## config.mk

```make
export PLATFORM = sky130hd
export DESIGN_NAME = adcpt_ctrl
export DESIGN_NICKNAME = d
export VERILOG_FILES = /design/src/hw/adcpt_pkg.sv /design/src/hw/adcpt_ctrl.sv
export SDC_FILE = /design/constraint.sdc
export NUM_CORES = 1
export LEC_CHECK = 0
export BUFFER_PORTS_ARGS = -buffer_cell sky130_fd_sc_hd__buf_2
export CAP_MARGIN = 20
export CORE_MARGIN = 10
export CORE_UTILIZATION = 55
export DETAILED_ROUTE_END_ITERATION = 10
export GPL_TIMING_DRIVEN = 1
export PLACE_DENSITY = 0.85
export SYNTH_ARGS = -nofsm -noshare
export SYNTH_HDL_FRONTEND = slang
export SYNTH_SLANG_ARGS = --single-unit
export TNS_END_PERCENT = 50
```

## constraint.sdc

```tcl
create_clock -name clk -period 5.3 [get_ports clk]
set_clock_uncertainty 0.05 [all_clocks]
set_input_delay 1.06 -clock clk [delete_from_list [all_inputs] [get_ports clk]]
set_output_delay 1.06 -clock clk [all_outputs]
set_load 0.02 [all_outputs]
```

## src/hw/adcpt_pkg.sv

```systemverilog
package adcpt_pkg;
    // ************************************************************
    // Widths
    // ************************************************************
    localparam int RES_W   = 10;  // Result width
    localparam int SAMP_W  = 5;   // Sampling extension field
    localparam int PRESCALE_SELECT_W = 3;   // Prescale select field
    localparam int CH_W    = 5;   // Channel select field
    localparam int REF_W   = 3;   // Reference select field
    localparam int CNT_W   = 9;   // Prescaler counter, divides up to 256
    localparam int STEP_W  = 6;   // Converter clock step counter
    localparam int BIT_W   = 4;   // Approximation bit index

    // ************************************************************
    // Conversion timing, in converter clock cycles
    // ************************************************************
    localparam int NORMAL_CYCLES = 13;  // Length with no extension
    localparam int HOLD_DELAY    = 2;   // Start to sample-and-hold

    // ************************************************************
    // Register byte offsets
    // ************************************************************
    localparam logic [7:0] OFS_CTRL   = 8'h00;
    localparam logic [7:0] OFS_SAMPLE = 8'h04;
    localparam logic [7:0] OFS_SELECT = 8'h08;
    localparam logic [7:0] OFS_CMD    = 8'h0C;
    localparam logic [7:0] OFS_FLAGS  = 8'h10;
    localparam logic [7:0] OFS_RESULT = 8'h14;
    localparam logic [7:0] OFS_ACTIVE = 8'h18;

    // ************************************************************
    // Field positions
    // ************************************************************
    localparam int CTRL_EN_BIT    = 0;
    localparam int CTRL_PRESCALE_SELECT_LSB = 8;
    localparam int SEL_REF_LSB    = 8;
    localparam int CMD_START_BIT  = 0;
    localparam int CMD_EVEN_BIT   = 1;
    localparam int FLAG_RDY_BIT   = 0;

    // ************************************************************
    // Reset values
    // ************************************************************
    localparam logic [PRESCALE_SELECT_W-1:0] RST_PRESCALE_SELECT = 3'h0;
    localparam logic [SAMP_W-1:0]  RST_SAMP  = 5'h00;
    localparam logic [CH_W-1:0]    RST_CH    = 5'h00;
    localparam logic [REF_W-1:0]   RST_REF   = 3'h0;

    // ************************************************************
    // Types
    // ************************************************************
    typedef struct packed {
        logic [CH_W-1:0]  channel;    // Input channel
        logic [REF_W-1:0] reference;  // Voltage reference
    } adcpt_sel_s;

    typedef struct packed {
        logic [7:0] addr;   // Low address byte of the data phase
        logic       write;  // Write transfer
        logic       valid;  // Data phase pending
    } adcpt_req_s;

    typedef enum logic [1:0] {
        ST_IDLE,
        ST_WAIT,
        ST_CONV
    } adcpt_state_e;
endpackage

```

## src/hw/adcpt_ctrl.sv

```systemverilog
// Functional notes
// - Prescaler derives converter clock, software selects division
// - Prescaler runs while enabled, zero otherwise
// - Start bit write starts at next tick
// - Normal conversion lasts 13 converter cycles
// - Sample-length field extends the sampling phase
// - Sample-and-hold two cycles after start
// - Completion stores result, sets ready flag
// - Result read or write-one clears flag
// - Any start trigger resets the prescaler
// - Event start holds three cycles after edge
// - Restart after completion on next tick
// - Holding register feeds active selection when enabled and idle
// - Selection frozen while conversion runs
// - Selection updates again in final cycle
// - Codes run from zero to all ones
// - Start bit reads one while converting
// - Event edge sets start bit, done clears
// - Ten-bit result right-justified in register
module adcpt_ctrl
    import adcpt_pkg::*;
#(
    parameter int RES_BITS  = adcpt_pkg::RES_W,
    parameter int SAMP_BITS = adcpt_pkg::SAMP_W
) (
    input  wire logic               clk,
    input  wire logic               rst,
    input  wire logic               hsel,
    input  wire logic [31:0]        haddr,
    input  wire logic [1:0]         htrans,
    input  wire logic               hwrite,
    input  wire logic [2:0]         hsize,
    input  wire logic [31:0]        hwdata,
    input  wire logic               hready,
    output logic                    hreadyout,
    output logic                    hresp,
    output logic [31:0]             hrdata,
    input  wire logic               event_in,
    input  wire logic               cmp_in,
    output logic                    sample_hold,
    output logic [RES_BITS-1:0]     dac_code,
    output adcpt_pkg::adcpt_sel_s   active_sel,
    output logic                    conv_busy
);
    import adcpt_pkg::*;

    // ************************************************************
    // Elaboration checks
    // ************************************************************
    // The step counter and bit index are sized for these limits
    if (RES_BITS < 2 || RES_BITS > 16 || RES_BITS + HOLD_DELAY + 1 != NORMAL_CYCLES
        || SAMP_BITS < 1 || SAMP_BITS > STEP_W - 1) begin : g_bad_param
        $error("adcpt_ctrl: unsupported parameter values");
    end

    // ************************************************************
    // Declarations
    // ************************************************************
    adcpt_req_s           req;          // Captured address phase
    adcpt_state_e         state;        // Sequencer state
    adcpt_sel_s           hold_sel;     // Holding register for selection
    logic                 enable;       // Converter enable
    logic [PRESCALE_SELECT_W-1:0]   prescale_select;        // prescale_select
    logic [SAMP_BITS-1:0] samp;         // sample_length_field
    logic                 event_en;     // event_start_input_enable
    logic                 start_conv;   // start_conversion_bit
    logic                 ready_flag;   // result_ready_flag
    logic [RES_BITS-1:0]  result;       // result_register
    logic [CNT_W-1:0]     prescale_select_cnt;    // Prescaler counter
    logic [STEP_W-1:0]    step;         // Ticks since conversion start
    logic [BIT_W-1:0]     bit_idx;      // Bit under trial
    logic                 ev_meta;      // Event synchroniser stage 1
    logic                 ev_sync;      // Event synchroniser stage 2
    logic                 ev_last;      // Previous synced event level
    logic                 cmp_meta;     // Comparator synchroniser stage 1
    logic                 cmp_sync;     // Comparator synchroniser stage 2
    logic                 accept;       // Address phase taken
    logic                 wr_ok;        // Write data phase
    logic                 rd_ok;        // Read data phase
    logic                 sw_start;     // Software start write
    logic                 ev_edge;      // Rising event edge
    logic                 trigger;      // Start accepted
    logic [CNT_W-1:0]     div_last;     // Terminal prescaler count
    logic                 tick;         // Converter clock enable
    logic [STEP_W-1:0]    next_step;    // Step after this tick
    logic [STEP_W-1:0]    hold_step;    // Step of sample-and-hold
    logic [STEP_W-1:0]    last_step;    // Step of completion
    logic                 final_tick;   // Completion tick
    logic                 locked;       // Selection frozen
    logic                 clr_flag;     // Software clears ready flag

    // ************************************************************
    // Combinational decode
    // ************************************************************
    assign accept    = hsel && htrans[1] && hready;
    assign wr_ok     = req.valid && req.write;
    assign rd_ok     = req.valid && !req.write;
    assign sw_start  = wr_ok && req.addr == OFS_CMD && hwdata[CMD_START_BIT];
    assign ev_edge   = event_en && ev_sync && !ev_last;
    // Starts while busy are dropped, not queued
    // busy blocks start
    assign trigger   = enable && !start_conv && (sw_start || ev_edge);
    assign div_last  = (9'h002 << prescale_select) - 9'h001;
    assign tick      = enable && prescale_select_cnt == div_last;
    assign next_step = step + 6'h01;
    assign hold_step = STEP_W'(HOLD_DELAY) + STEP_W'(samp);
    assign last_step = STEP_W'(NORMAL_CYCLES - 1) + STEP_W'(samp);
    assign final_tick = state == ST_CONV && tick && next_step == last_step;
    assign locked    = state == ST_CONV && step < last_step - 6'h01;
    assign clr_flag  = (rd_ok && req.addr == OFS_RESULT)
                    || (wr_ok && req.addr == OFS_FLAGS && hwdata[FLAG_RDY_BIT]);

    // ************************************************************
    // Pin synchronisers
    // ************************************************************
    // Both pins are asynchronous; only stage 2 is looked at
    always_ff @(posedge clk) begin
        if (rst) begin
            ev_meta  <= 1'b0;
            ev_sync  <= 1'b0;
            ev_last  <= 1'b0;
            cmp_meta <= 1'b0;
            cmp_sync <= 1'b0;
        end else begin
            ev_meta  <= event_in;
            ev_sync  <= ev_meta;
            ev_last  <= ev_sync;
            cmp_meta <= cmp_in;
            cmp_sync <= cmp_meta;
        end
    end

    // ************************************************************
    // Bus slave
    // ************************************************************
    // One wait state per transfer so read data comes from a flop
    always_ff @(posedge clk) begin
        if (rst) begin
            req       <= '0;
            hreadyout <= 1'b1;
            hresp     <= 1'b0;
        end else begin
            req.valid <= accept;
            req.write <= hwrite;
            req.addr  <= haddr[7:0];
            hreadyout <= !accept;
            hresp     <= 1'b0;  // Always OKAY
        end
    end

    // Read mux, loaded in the data phase; unmapped reads give zero
    always_ff @(posedge clk) begin
        if (rst) begin
            hrdata <= 32'h0000_0000;
        end else if (rd_ok) begin
            hrdata <= 32'h0000_0000;
            case (req.addr)
                OFS_CTRL: begin
                    hrdata[CTRL_EN_BIT] <= enable;
                    hrdata[CTRL_PRESCALE_SELECT_LSB +: PRESCALE_SELECT_W] <= prescale_select;
                end
                OFS_SAMPLE: begin
                    hrdata[SAMP_BITS-1:0] <= samp;
                end
                OFS_SELECT: begin
                    hrdata[CH_W-1:0] <= hold_sel.channel;
                    hrdata[SEL_REF_LSB +: REF_W] <= hold_sel.reference;
                end
                OFS_CMD: begin
                    hrdata[CMD_START_BIT] <= start_conv;
                    hrdata[CMD_EVEN_BIT] <= event_en;
                end
                OFS_FLAGS: begin
                    hrdata[FLAG_RDY_BIT] <= ready_flag;
                end
                OFS_RESULT: begin
                    hrdata[RES_BITS-1:0] <= result;
                end
                OFS_ACTIVE: begin
                    hrdata[CH_W-1:0] <= active_sel.channel;
                    hrdata[SEL_REF_LSB +: REF_W] <= active_sel.reference;
                end
                default: begin
                    hrdata <= 32'h0000_0000;
                end
            endcase
        end
    end

    // ************************************************************
    // Configuration registers
    // ************************************************************
    always_ff @(posedge clk) begin
        if (rst) begin
            enable   <= 1'b0;
            prescale_select    <= RST_PRESCALE_SELECT;
            samp     <= SAMP_BITS'(RST_SAMP);
            event_en <= 1'b0;
            hold_sel <= '{channel: RST_CH, reference: RST_REF};
        end else if (wr_ok) begin
            case (req.addr)
                OFS_CTRL: begin
                    enable <= hwdata[CTRL_EN_BIT];
                    prescale_select  <= hwdata[CTRL_PRESCALE_SELECT_LSB +: PRESCALE_SELECT_W];
                end
                OFS_SAMPLE: begin
                    samp <= hwdata[SAMP_BITS-1:0];
                end
                OFS_SELECT: begin
                    hold_sel.channel   <= hwdata[CH_W-1:0];
                    hold_sel.reference <= hwdata[SEL_REF_LSB +: REF_W];
                end
                OFS_CMD: begin
                    event_en <= hwdata[CMD_EVEN_BIT];
                end
                default: begin
                    enable <= enable;
                end
            endcase
        end
    end

    // ************************************************************
    // Prescaler
    // ************************************************************
    // held at zero while disabled
    always_ff @(posedge clk) begin
        if (rst || !enable || trigger || tick) begin
            prescale_select_cnt <= '0;
        end else begin
            prescale_select_cnt <= prescale_select_cnt + 9'h001;
        end
    end

    // ************************************************************
    // Sequencer
    // ************************************************************
    // Disabling aborts any conversion in flight
    always_ff @(posedge clk) begin
        if (rst || !enable) begin
            state <= ST_IDLE;
            step  <= '0;
        end else begin
            case (state)
                // accepts a new start after completion
                ST_IDLE: begin
                    if (trigger) begin
                        state <= ST_WAIT;
                    end
                end
                ST_WAIT: begin
                    if (tick) begin
                        state <= ST_CONV;
                        step  <= '0;
                    end
                end
                // ends at step twelve plus extension
                ST_CONV: begin
                    if (tick) begin
                        step <= next_step;
                        if (final_tick) begin
                            state <= ST_IDLE;
                        end
                    end
                end
                default: begin
                    state <= ST_IDLE;
                end
            endcase
        end
    end

    // Busy bit: set by any accepted start, cleared as completion sets the flag
    // event edge sets, completion clears
    always_ff @(posedge clk) begin
        if (rst) begin
            start_conv <= 1'b0;
        end else begin
            start_conv <= trigger || (start_conv && enable && !final_tick);
        end
    end

    // ************************************************************
    // Successive approximation
    // ************************************************************
    // The comparator is sampled two clocks late; the fastest divider
    // setting leaves it no time to settle
    always_ff @(posedge clk) begin
        if (rst || !enable) begin
            dac_code    <= '0;
            bit_idx     <= '0;
            sample_hold <= 1'b0;
        end else begin
            sample_hold <= 1'b0;
            if (state == ST_CONV && tick) begin
                if (next_step == hold_step) begin
                    sample_hold <= 1'b1;
                    dac_code    <= RES_BITS'(1) << (RES_BITS - 1);
                    bit_idx     <= BIT_W'(RES_BITS - 1);
                end else if (next_step > hold_step) begin
                    dac_code[bit_idx] <= cmp_sync;
                    if (bit_idx != '0) begin
                        dac_code[bit_idx - 4'h1] <= 1'b1;
                        bit_idx <= bit_idx - 4'h1;
                    end
                end
            end
        end
    end

    // ************************************************************
    // Result and ready flag
    // ************************************************************
    // code spans zero to all ones
    always_ff @(posedge clk) begin
        if (rst) begin
            result <= '0;
        end else if (final_tick) begin
            result <= {dac_code[RES_BITS-1:1], cmp_sync};
        end
    end

    // Set wins over a clear in the same cycle
    always_ff @(posedge clk) begin
        if (rst) begin
            ready_flag <= 1'b0;
        end else begin
            ready_flag <= final_tick || (ready_flag && !clr_flag);
        end
    end

    // ************************************************************
    // Channel and reference selection
    // ************************************************************
    // frozen while locked
    always_ff @(posedge clk) begin
        if (rst) begin
            active_sel <= '{channel: RST_CH, reference: RST_REF};
        end else if (enable && !locked) begin
            active_sel <= hold_sel;
        end
    end

    assign conv_busy = start_conv;
endmodule

```

==> results of run 1 <==
[logic make-up after synthesis]
logic type,count (synthesis)
buf+inv,78
mux,30
fa+ha+maj,26
flops,97
other cells,1
simple gates,215
xor+xnor,21
compound gates,162
[cells in the mapped netlist (all sizes together) (2+ instances only)]
library cell   n  area [um2]
dfxtp         97        1940
a21oi         58         290
nor2          56         213
buf           32         213
nand3         32         165
clkbuf        31         116
mux2i         28         280
o21ai         27         135
ha            26         325
nand2         26        97.6
nand2b        25         156
nor2b         21         131
inv           15        56.3
o31ai         15         113
a22oi         13        97.6
nand4         13        87.6
xor2          12         105
nor3          11        55.1
a32o           7        70.1
xnor2          7        61.3
a31oi          6        37.5
o21a           6        45.0
and2           5        31.3
or3            4        25.0
a21o           3        22.5
and3           3        18.8
nor3b          3        22.5
o211a          3        30.0
or4            3        22.5
or4b           3        30.0
a211oi         2        15.0
a222oi         2        20.0
a31o           2        17.5
mux2           2        22.5
nor4           2        12.5
nor4b          2        17.5
o211ai         2        15.0
o41ai          2        17.5
xnor3          2        45.0
[area by class of cell]
class                      instances  share of cell area, %
sequential                        97                   33.5
inverter                          15                  0.972
multi-input combinational        476                   53.7
tap                              129                   2.79
timing repair buffer              61                   5.44
clock inverter                     6                   1.32
clock buffer                      10                   2.20
[flip-flops by register name (all words and copies together), names as in the netlist, 2 cells and up]
| name | cells |
|---|---|
| active_sel | 8 |
| bit_idx | 4 |
| dac_code | 10 |
| hold_sel | 8 |
| hrdata | 11 |
| prescale_select | 3 |
| prescale_select_cnt | 9 |
| req | 10 |
| result | 10 |
| samp | 5 |
| state | 2 |
| step | 6 |
[layer usage]
layer	GRT usage, %	up-vias
li1	-	2286
met1	23.1	2310
met2	31.1	185
met3	4.05	18
met4	5.42	0
met5	0	-
[worst reg2reg max path, cell delays in order, from the launching register on]
cell and delay, ns:
dfxtp_1 0.59, inv_1 0.13, a221oi_1 0.45, o211a_1 0.25
nand4_2 0.61, or4_1 0.72, a21oi_1 0.15
[power groups by stage]
stage / registers [uW] / logic (uW) / clock network, uW
floorplan: 756 / 52.2 / 0
global placement: 759 / 51.6 / 0
detailed placement: 759 / 52.3 / 0
CTS: 742 / 52.5 / 506
global route: 744 / 58.7 / 533
finish: 743 / 53.9 / 504
[path summary, 6_finish.rpt]
path,endpoint,slack [ns],cells after the start
setup reg to reg,bit_idx[2]$_SDFFE_PP0P_,2.27,6
hold reg to reg,ev_sync$_SDFF_PP0_,0.41,1
setup / recovery,bit_idx[2]$_SDFFE_PP0P_,2.27,6
hold / removal,ev_sync$_SDFF_PP0_,0.41,1
[cells in the final DEF (no fill, tap or decap), types with 3 or more instances in the layout]
cell,instances
buf_4,4
and2_1,4
xor2_1,12
nand2_1,26
nand3_1,31
o21ai_0,27
or4b_2,3
buf_2,57
conb_1,22
ha_1,26
nor2b_1,21
nand4_1,12
and3_1,3
nor3b_1,3
nand2b_1,25
dfxtp_1,97
or3_1,4
o31ai_1,15
clkbuf_8,9
nor3_1,11
a21oi_1,58
or4_1,3
a21o_1,3
a32o_1,7
mux2i_1,28
clkinv_4,3
inv_1,15
o211a_1,3
xnor2_1,7
a31oi_1,6
a22oi_1,13
nor2_1,55
o21a_1,6
[per-stage QoR]
step	worst slack [ns]	instances	hold WS (ns)
global route	2.02	794	0.415
CTS	1.94	791	0.408
global placement	2.09	774	0.377
detailed placement	1.99	775	0.384
finish	2.27	794	0.405
floorplan	2.53	651	0.364
==> results, run 1 <==
- The die is 119 um wide.
- Cell internal power was estimated by the tool at 978 uW.
- Setup repair after global routing left no endpoint under its margin.
- The required time of the worst setup path is 5.54 ns.
- The flow ran to the end, and the final reports show no timing, DRC or antenna violations.
- The layout overhead on the synthesized area is 8.03%.
- Once the clock tree was built, the resizer swapped 0 gates to a different size.
- The number of diodes is 0.
- The multi-input combinational cells in the finished layout cover a total of 0.00311 mm2.
- Static timing analysis puts the maximum clock frequency at 330 MHz.
- The number of buffers inserted during clock tree synthesis is 9.
- Per report_power, the sequential group accounts for 57.1% of the total.
- After layout, the design draws a total of 1300 uW.
- The wire length per cell after detailed routing is 17.1 um.
- The final hold violation count came to 0.
- The overflow left after global routing is 0.
- Across all layers, the routed design uses 4799 vias.
- The worst setup path is launched from a flop.
- The clock group share of total power is 38.8%.
- The remaining number of nets flagged by the antenna check after routing is 0.
- The largest net degree at the start of global routing is 75.
- The worst setup path is captured at a flop.
- The origin of the worst min-delay path is ev_meta$_SDFF_PP0_.
- Registers take 0.00194 mm2.
- The length of the first detailed-routing pass in iterations is 7.
- The adder-cell area share of the yosys netlist is 6.07%.
- VDD sags by at most 0.136 mV.
- Net switching is 24.8% of the power.
- Measured against its own limit, the worst slew margin works out to 35.3%.
- The tool flagged a number of max-cap violations equal to 0.
- The mean cell area of the mapped netlist is 8.51 um2.
- The detailed-route wire length is 13.6 mm.
- Clock tree synthesis selected as its root buffer the cell clkbuf_8.
- CTS saw 97 sinks.
- Multiplexer cells account for 5.65% of the synthesized area.
- The detailed-placement wirelength estimate is 9.84 mm.
- The synthesized netlist devotes 19.6% of its cell area to compound gates.
- The initial antenna violation count was 0.
- Routed signal wires occupy layers up through met4.
- The count of mapped cells out of synthesis is 630.
- The core footprint is 0.00937 mm2.
- Buffers added to address setup during post-CTS repair amount to 0.
- After the first detailed-routing iteration, the DRC count stood at 487.
- The clock passes through at most 2 buffers.
- The kind of cell with the highest combined delay along the critical path is simple AND/OR/NAND/NOR gates.
- Across every metal layer, demand over resource in global routing totals 18.5%.
- In the detailed route, the total length drawn on met2 is 6.49 mm.
- The number of buffer and inverter instances along the worst setup path is 1.
- The clock transition at the registers of the reported paths is 0.10 ns.
- In this run the power spent charging and discharging nets is 322 uW.
- The yosys synthesis warning count is 0.
- The static power due to leakage is 0.00232 uW.
- The largest single stage delay on the critical path is 0.72 ns.
- Routability-driven placement finished with a final weighted congestion of 0.914.
- The number of synthesized flops with an enable pin is 0.
- Setup violations remaining at the end of the flow were counted as 0.
- The total number of nets in the final design is 762.
- The count of distinct cell types in the synthesized netlist is 67.
- Counting the fill cells in the layout gives 829.
- For this design the top-level I/O count stands at 130.
- The async set-or-reset flop fraction in the synthesized netlist is 0%.
- The post-route netlist has 13.2% of its cells at a drive strength greater than 1.
- The worst setup path startpoint is prescale_select[2]$_SDFFE_PP0P_.
- After floorplanning, the core was divided into 35 placement rows.
- The initial utilization of the core area, before any placement, comes to 57.2%.
- In the routed layout, each cell is associated on average with a via count of 6.04.
- The part of the Yosys area used for sequential elements is 36.2%.
- After synthesis the cells add up to 0.00536 mm2.
- The main combinational cell family by area after synthesis is simple AND/OR/NAND/NOR gates.
- The maximum fanout along the worst path is 26.
- In this run the tool buffered the top-level ports with 55 buffer cells.
- The hold buffer count at CTS is 0.
- The total of flip-flops plus latches after synthesis is 97.
- CTS built an H-tree with a depth of 3.
- TritonCTS built the clock tree.
- The first global-routing pass estimated 22.4 mm of wire.
- The smallest clock period supported by the final layout is computed as 3.03 ns.
- The arrival time of data at the critical path endpoint is 3.27 ns.
- The number of pins with negative max-slew slack in the final report is 0.
- The library cell contributing the largest single delay on the critical path is or4_1.
- After Yosys synthesis, XOR and XNOR cells account for 3.94% of the synthesized area.
- The predominant post-synthesis flop cell is dfxtp_1.
- The die covers 0.0141 mm2.
- The core utilization of the finished layout is 61.8%.
- The finished cells cover 0.00579 mm2.
- The wire length on met3 is 1.02 mm.
- The post-route clock period utilization is 57.2%.
- The die is 119 um tall.
- The simple-gate area share of the yosys netlist is 21.2%.
- The number of global-route vias before repair came to 4591.
- The critical path goes through inv_1 -> a221oi_1 -> o211a_1 -> nand4_2 -> or4_1 -> a21oi_1.
- In this run the worst hold path is classified as flop to flop.
- The power density normalized to cell area is 225 mW/mm2.
- For the final routed database, the setup TNS stands at 0 ns.
- The post-detailed-route DRC marker count is 0.
- For this block, wires on met1 add up to 5.87 mm.
- The startpoint of the lowest-slack register-to-register path is prescale_select[2]$_SDFFE_PP0P_.
- The portion of total power attributed to combinational logic is 4.1%.
- The type of the worst setup path is flop to flop.
- The post-place instance area is 0.00557 mm2.
- At the pin with the least slew margin, the transition time is 0.971 ns.
- At the later pin of the worst-skew pair, clock insertion delay measures 0.37 ns.
No activity file was read; power rests on OpenSTA's default activity.
==> run 2, diff against run 1 <==
--- a/config.mk
+++ b/config.mk
@@ -8,10 +8,10 @@
 export BUFFER_PORTS_ARGS = -buffer_cell sky130_fd_sc_hd__buf_2
 export CAP_MARGIN = 20
 export CORE_MARGIN = 10
-export CORE_UTILIZATION = 55
+export CORE_UTILIZATION = 54
 export DETAILED_ROUTE_END_ITERATION = 10
 export GPL_TIMING_DRIVEN = 1
-export PLACE_DENSITY = 0.85
+export PLACE_DENSITY = 0.83
 export SYNTH_ARGS = -nofsm -noshare
 export SYNTH_HDL_FRONTEND = slang
 export SYNTH_SLANG_ARGS = --single-unit
==> constraint.sdc (replaced) <==
create_clock -name clk -period 3.1 [get_ports clk]
set_clock_uncertainty 0.05 [all_clocks]
set_input_delay 0.62 -clock clk [delete_from_list [all_inputs] [get_ports clk]]
set_output_delay 0.62 -clock clk [all_outputs]
set_load 0.02 [all_outputs]
==> results, run 2 (synthesized netlist as in run 1, its figures left out) <==
- The number of standard-cell rows in the floorplan is 36 (+2.9%).
- The layout overhead on the synthesized area is 10.3%.
- The initial antenna violation count is 1 (+1).
- The startpoint of the lowest-slack register-to-register path is samp[2]$_SDFFE_PP0P_.
- The remaining number of nets flagged by the antenna check after routing is 0 (unchanged).
- The largest net degree at the start of global routing is 73 (-2.7%).
- The post-CTS setup buffer count is 0 (unchanged).
- The total setup violations reported at the end of the flow came to 0 (unchanged).
- The first-pass GRT wire length came to 23.1 mm (+3.1%).
- The count of input and output buffers was 55 (unchanged).
- The upper clock frequency limit came to 361 MHz (+9.6%).
- The worst-case reg-to-reg path depth is 9 (+3).
- STA classifies the critical path startpoint as a flop.
- The number of global-route vias before repair is 4698 (+2.3%).
- The count of routing violations after the opening detailed-route iteration was 552 (+13%).
- The post-detailed-route DRC marker count is 0 (unchanged).
- The number of flip-flops under the largest register name is 11 (unchanged).
- The arrival time of data at the critical path endpoint came to 3.01 ns (-0.26 ns).
- The share of layout cells above drive strength 1 is 14.8% (+1.6 points).
- The type of the worst setup path is flop to flop.
- The core footprint is 0.00973 mm2 (+3.8%).
- The die extent in x came to 120 um (+0.77%).
- The routed via count is 4891 (+1.9%).
- The TritonCTS clock tree is done.
- The final worst hold slack is 0.401 ns (-0.00411 ns).
- The total track usage is 18.9% (+0.47 points).
- Setup repair after global routing left no endpoint under its margin.
- The clock transition at the registers of the reported paths is 0.10 ns (about the same).
- The number of buffers inserted during clock tree synthesis is 9 (unchanged).
- The max capacitance violation total was 0 (unchanged).
- The die area is 0.0143 mm2 (+1.5%).
- The wire length per cell after detailed routing is 17.5 um (+2.4%).
- The y dimension of the die was 120 um (+0.77%).
- The clock latency on the worst-skew pair is 0.37 ns (about the same).
- The mean number of vias per cell is 6.04 (about the same).
- The post-route clock period utilization is 89.3% (+32 points).
- The quantity of gates resized following cts was 1 (+1).
- Leaving out fill and tap cells, the most frequent cells in the layout are dfxtp_1, a21oi_1, nor2_1, buf_2, nand3_1.
- The cell depth of the worst hold path is 1 (unchanged).
- The initial cell density of the core is 55.1% (-2.1 points).
- Counting flops per register, the top entry is hrdata.
- The static power due to leakage is 0.00238 uW (+2.7%).
- The overflow left after global routing was 0 (unchanged).
- The power density normalized to cell area is 392 mW/mm2 (+75%).
- The I/O pin count is 130 (unchanged).
- The detailed-route wire length is 14.2 mm (+4.5%).
- The final setup slack of the worst path is 0.332 ns (-1.93 ns).
- The worst-margin pin slew came to 0.828 ns (-0.143 ns).
- The worst hold path belongs to the class flop to flop.
- The required time of the worst setup path came to 3.34 ns (-2.20 ns).
- The number of levels in the clock H-tree is 3 (unchanged).
- The maximum fanout along the worst path was 8 (-69%).
- The run finished with clean final reports.
- The number of buffers on the longest clock path is 2 (unchanged).
- The headroom to the max-slew limit is 44.6% (+9.3 points).
- The clock period minus worst slack came to 2.77 ns (-0.266 ns).
- The maximum vdd ir drop is 0.232 mV (+70%).
- The detailed-placement wirelength estimate was 10.2 mm (+4.2%).
- The final setup TNS is 0 ns (unchanged).
- The cell count after placement is 793 (+2.3%).
- The number of pins with negative max-slew slack in the final report was 0 (unchanged).
- The tree is rooted in a clkbuf_8.
- The final hold violation count was 0 (unchanged).
- In this run the worst setup path begins at samp[2]$_SDFFE_PP0P_.
- The total number of nets in the final design is 773 (+1.4%).
- The final RePlAce weighted congestion is 0.961 (+5.2%).
- The length of the first detailed-routing pass in iterations was 5 (-2).
- The library cell used most frequently in the layout, excluding fill and tap cells, is dfxtp_1.
- The worst setup timing slack at the placement stage was -0.00930 ns (-2.00 ns).
- The clock sink count was 97 (unchanged).
- STA classifies the critical path endpoint as a flop.
- The hold buffer count at CTS is 0 (unchanged).
- The non-filler instance count after layout is 810 (+2.0%).
- The startpoint identified for the worst hold timing path is cmp_meta$_SDFF_PP0_.
==> run 2: changes by cell type in the layout (fill, tap and decap cells not counted) <==
cell,change
a21oi_1,-1
a21oi_2,+1
buf_2,-2
buf_4,+13
bufinv_16,+1
clkbuf_8,+1
clkinv_4,-3
clkinvlp_4,+1
diode_2,+1
inv_6,+1
inv_8,-1
==> run 2: worst paths after layout <==
check / endpoint / slack (ns)
setup / recovery: active_sel[1]$_SDFFE_PP0P_ / 0.33
hold / removal: cmp_sync$_SDFF_PP0_ / 0.40
setup reg to reg: active_sel[1]$_SDFFE_PP0P_ / 0.33
hold reg to reg: cmp_sync$_SDFF_PP0_ / 0.40
==> run 2: metrics by stage <==
stage / util (%) / instance area, um2 / power, uW
after global routing: 60.8 / 5910 / 2380
final: 60.8 / 5910 / 2320
after CTS: 60.8 / 5910 / 2330
after detailed placement: 58.4 / 5680 / 1390
after global placement: 58.4 / 5680 / 1390
after floorplan: - / 5440 / 1380
==> run 2: routing by layer <==
layer,track usage [%],wire length (um),up-vias
li1,-,-,2306
met1,23.8,5840,2287
met2,31.2,6590,257
met3,4.64,1420,41
met4,6.26,305,0
met5,0,0,-
==> run 2: cell type report <==
cell class / count / area [um2]
Fill cell: 865 / 3820
Multi-Input combinational cell: 476 / 3120
Sequential cell: 97 / 1940
Timing Repair Buffer: 72 / 403
Tap cell: 133 / 166
Clock buffer: 11 / 141
Clock inverter: 5 / 85.1
Inverter: 15 / 56.3
Antenna cell: 1 / 2.50
==> run 2: power breakdown <==
group / switching (uW) / total (uW) / internal (uW)
Sequential: 13.4 / 1270 / 1260
Clock: 473 / 957 / 484
Combinational: 64.0 / 94.0 / 30.0
Total: 550 / 2320 / 1770
==> run 2: worst max-delay path: stages, from the launching register on <==
cell,delay [ns]
dfxtp_1,0.48
ha_1,0.19
a21boi_0,0.28
nand2_1,0.15
mux2i_1,0.14
o22a_1,0.22
ha_1,0.28
o31ai_1,0.09
a21oi_2,0.53
mux2i_1,0.28
==> run 3, diff against run 2 <==
--- a/config.mk
+++ b/config.mk
@@ -12,6 +12,7 @@
 export DETAILED_ROUTE_END_ITERATION = 10
 export GPL_TIMING_DRIVEN = 1
 export PLACE_DENSITY = 0.83
+export REMOVE_ABC_BUFFERS = 1
 export SYNTH_ARGS = -nofsm -noshare
 export SYNTH_HDL_FRONTEND = slang
 export SYNTH_SLANG_ARGS = --single-unit
==> results, run 3 (synthesized netlist as in run 1, its figures left out) <==
- The run finished with clean final reports.
- The hold buffer count at CTS came to 0 (unchanged).
- The library cells used most frequently in the layout, excluding fill and tap cells, are dfxtp_1, a21oi_1, buf_2.
- The headroom to the max-slew limit came to 42.3% (-2.3 points).
- The die area came to 0.0143 mm2 (unchanged).
- The number of global-route vias before repair is 4604 (-2.0%).
- The max capacitance violation total is 0 (unchanged).
- The routing usage on met3 is 4.31% (-0.33 points).
- The maximum fanout along the worst path is 6 (-2).
- The largest register by flop count is hrdata.
- The type of the worst setup path is flop to flop.
- The initial cell density of the core is 55.1% (unchanged).
- The y dimension of the die is 120 um (unchanged).
- The total track usage came to 18.7% (-0.29 points).
- The post-CTS setup buffer count was 0 (unchanged).
- The non-filler instance count after layout is 811 (+0.12%).
- The power density normalized to cell area is 372 mW/mm2 (-5.2%).
- The upper clock frequency limit is 339 MHz (-6.1%).
- The final worst hold slack is 0.402 ns (+0.000707 ns).
- The mean number of vias per cell came to 5.97 (-1.2%).
- The type of element launching the critical path is a flop.
- The layer flagged by global routing as most heavily used is met2.
- The critical path goes through ha_1 -> nand3_1 -> xnor2_1 -> ha_1 -> nand3_1 -> o21ai_0 -> buf_2 -> nand4_1 -> a21oi_1.
- The static power due to leakage is 0.00239 uW (+0.15%).
- The first-pass GRT wire length is 22.7 mm (-1.7%).
- The number of buffers inserted during clock tree synthesis is 9 (unchanged).
- The layout filler cell count is 849 (-1.8%).
- The clock sink count is 97 (unchanged).
- The detailed-route wire length was 13.9 mm (-2.2%).
- STA classifies the critical path endpoint as a flop.
- The routed via count is 4839 (-1.1%).
- The cell sitting at the root of the clock tree is a clkbuf_8.
- The number of flip-flops under the largest register name is 11 (unchanged).
- The die extent in x is 120 um (unchanged).
- The total number of nets in the final design is 775 (+0.26%).
- The kind of cell adding the most delay to the critical path is compound AO/OA/AOI/OAI gates.
- The worst-margin pin slew is 0.857 ns (+0.0283 ns).
- The largest net degree at the start of global routing is 73 (unchanged).
- The number of buffers on the longest clock path is 2 (unchanged).
- The clock period minus worst slack is 2.95 ns (+0.181 ns).
- For this design, the slowest cell found on the critical path is o21ai_0.
- The count of input and output buffers is 55 (unchanged).
- The tightest min-delay check is of the primary input to flop type.
- The remaining number of nets flagged by the antenna check after routing is 0 (unchanged).
- The core footprint was 0.00973 mm2 (unchanged).
- The number of buffer and inverter instances along the worst setup path was 1 (+1).
- The share of layout cells above drive strength 1 came to 15.0% (+0.25 points).
- The wire length per cell after detailed routing is 17.1 um (-2.3%).
- TritonCTS built the clock tree.
- The arrival time of data at the critical path endpoint is 3.19 ns (+0.18 ns).
- The required time of the worst setup path is 3.34 ns (about the same).
- The number of pins with negative max-slew slack in the final report is 0 (unchanged).
- The overflow left after global routing is 0 (unchanged).
- The final setup TNS was 0 ns (unchanged).
- The quantity of gates resized following cts is 0 (-1).
- The number of diodes is 0 (-1).
- The total setup violations reported at the end of the flow is 0 (unchanged).
- The count of routing violations after the opening detailed-route iteration is 424 (-23%).
- The detailed-placement wirelength estimate was 10.2 mm (-0.52%).
- The final RePlAce weighted congestion is 0.916 (-4.7%).
- The core utilization of the finished layout was 60.5% (-0.26 points).
- The initial antenna violation count is 0 (-1).
- The clock latency on the worst-skew pair was 0.37 ns (about the same).
- The I/O pin count is 130 (unchanged).
- The number of standard-cell rows in the floorplan was 36 (unchanged).
- Leaving out fill and tap cells, the most frequent cell in the layout is dfxtp_1.
- The met2 layer usage reported by global route is 31.6% (+0.41 points).
- The length of the first detailed-routing pass in iterations is 5 (unchanged).
- The global-route met1 utilization is 23.5% (-0.29 points).
- The cell count after placement is 795 (+0.25%).
- Setup repair after global routing left no endpoint under its margin.
- The number of levels in the clock H-tree came to 3 (unchanged).
- The post-place instance area is 0.00569 mm2 (+0.22%).
- The maximum single-stage delay on the critical path is 0.68 ns (+0.15 ns).
- The final hold violation count is 0 (unchanged).
- The clock transition at the registers of the reported paths is 0.10 ns (about the same).
- The layout overhead on the synthesized area is 9.83%.
- The post-route clock period utilization was 95.1% (+5.8 points).
- The maximum vdd ir drop was 0.302 mV (+30%).
- The post-detailed-route DRC marker count was 0 (unchanged).
- The final non-filler cell area is 0.00589 mm2 (-0.42%).
-- run 3: cell count changes in the layout (fill, tap and decap cells not counted) --
cell / delta
a21oi_2: -1
inv_8: +2
buf_4: +1
clkinvlp_4: -1
bufinv_16: -2
a21oi_1: +1
clkinv_4: +2
clkbuf_1: -1
diode_2: -1
buf_2: +1
-- run 3: per-layer routing --
metal / wire [um] / vias to the layer above / part of all wire, %
li1: - / 2312 / -
met1: 5920 / 2315 / 43
met2: 6750 / 196 / 49
met3: 1050 / 16 / 7.6
met4: 131 / 0 / 0.95
met5: 0 / - / 0
-- run 3: final cells by class --
type | instances | area, um2 | area share (%)
clock buffers | 10 | 138 | 2.34
repair buffers | 74 | 415 | 7.05
inverters | 15 | 56.3 | 0.956
multi-input cells | 476 | 3110 | 52.9
clock inverters | 6 | 57.6 | 0.977
flip-flops and latches | 97 | 1940 | 33.0
well taps | 133 | 166 | 2.83
-- run 3: worst reg2reg max path, delay by kind of cell, from the launching register on --
| family | cells | cell delay (ns) |
|---|---|---|
| AO/OA/AOI/OAI | 2 | 0.86 |
| adder cells (fa/ha/maj) | 2 | 0.64 |
| flip-flops | 1 | 0.46 |
| AND/OR/NAND/NOR | 3 | 0.38 |
| buffers and inverters | 1 | 0.30 |
| XOR/XNOR | 1 | 0.19 |
-- run 3: per-stage QoR --
stage                     total power (uW)  worst slack (ns)
after detailed placement              1390             0.331
after CTS                             2200             0.274
after global placement                1390            0.0963
after floorplan                       1350             0.386
after global routing                  2240            0.0446
final                                 2190             0.151
-- run 3: worst paths after layout --
path	from	endpoint	slack, ns	cells after the start
worst max-delay path	step[0]$_SDFFE_PP0P_	dac_code[7]$_SDFFE_PP0P_	0.15	9
worst min-delay path	event_in	ev_meta$_SDFF_PP0_	0.40	2
worst max register to register	step[0]$_SDFFE_PP0P_	dac_code[7]$_SDFFE_PP0P_	0.15	9
worst min register to register	hrdata[5]$_SDFFE_PP0P_	hrdata[5]$_SDFFE_PP0P_	0.40	2
-- run 3: power breakdown --
group,leakage (uW),internal (uW),switching [uW]
registers,0.000785,1260,13.3
clock network,0.000101,334,492
logic,0.00150,30.8,63.5
total,0.00239,1620,569
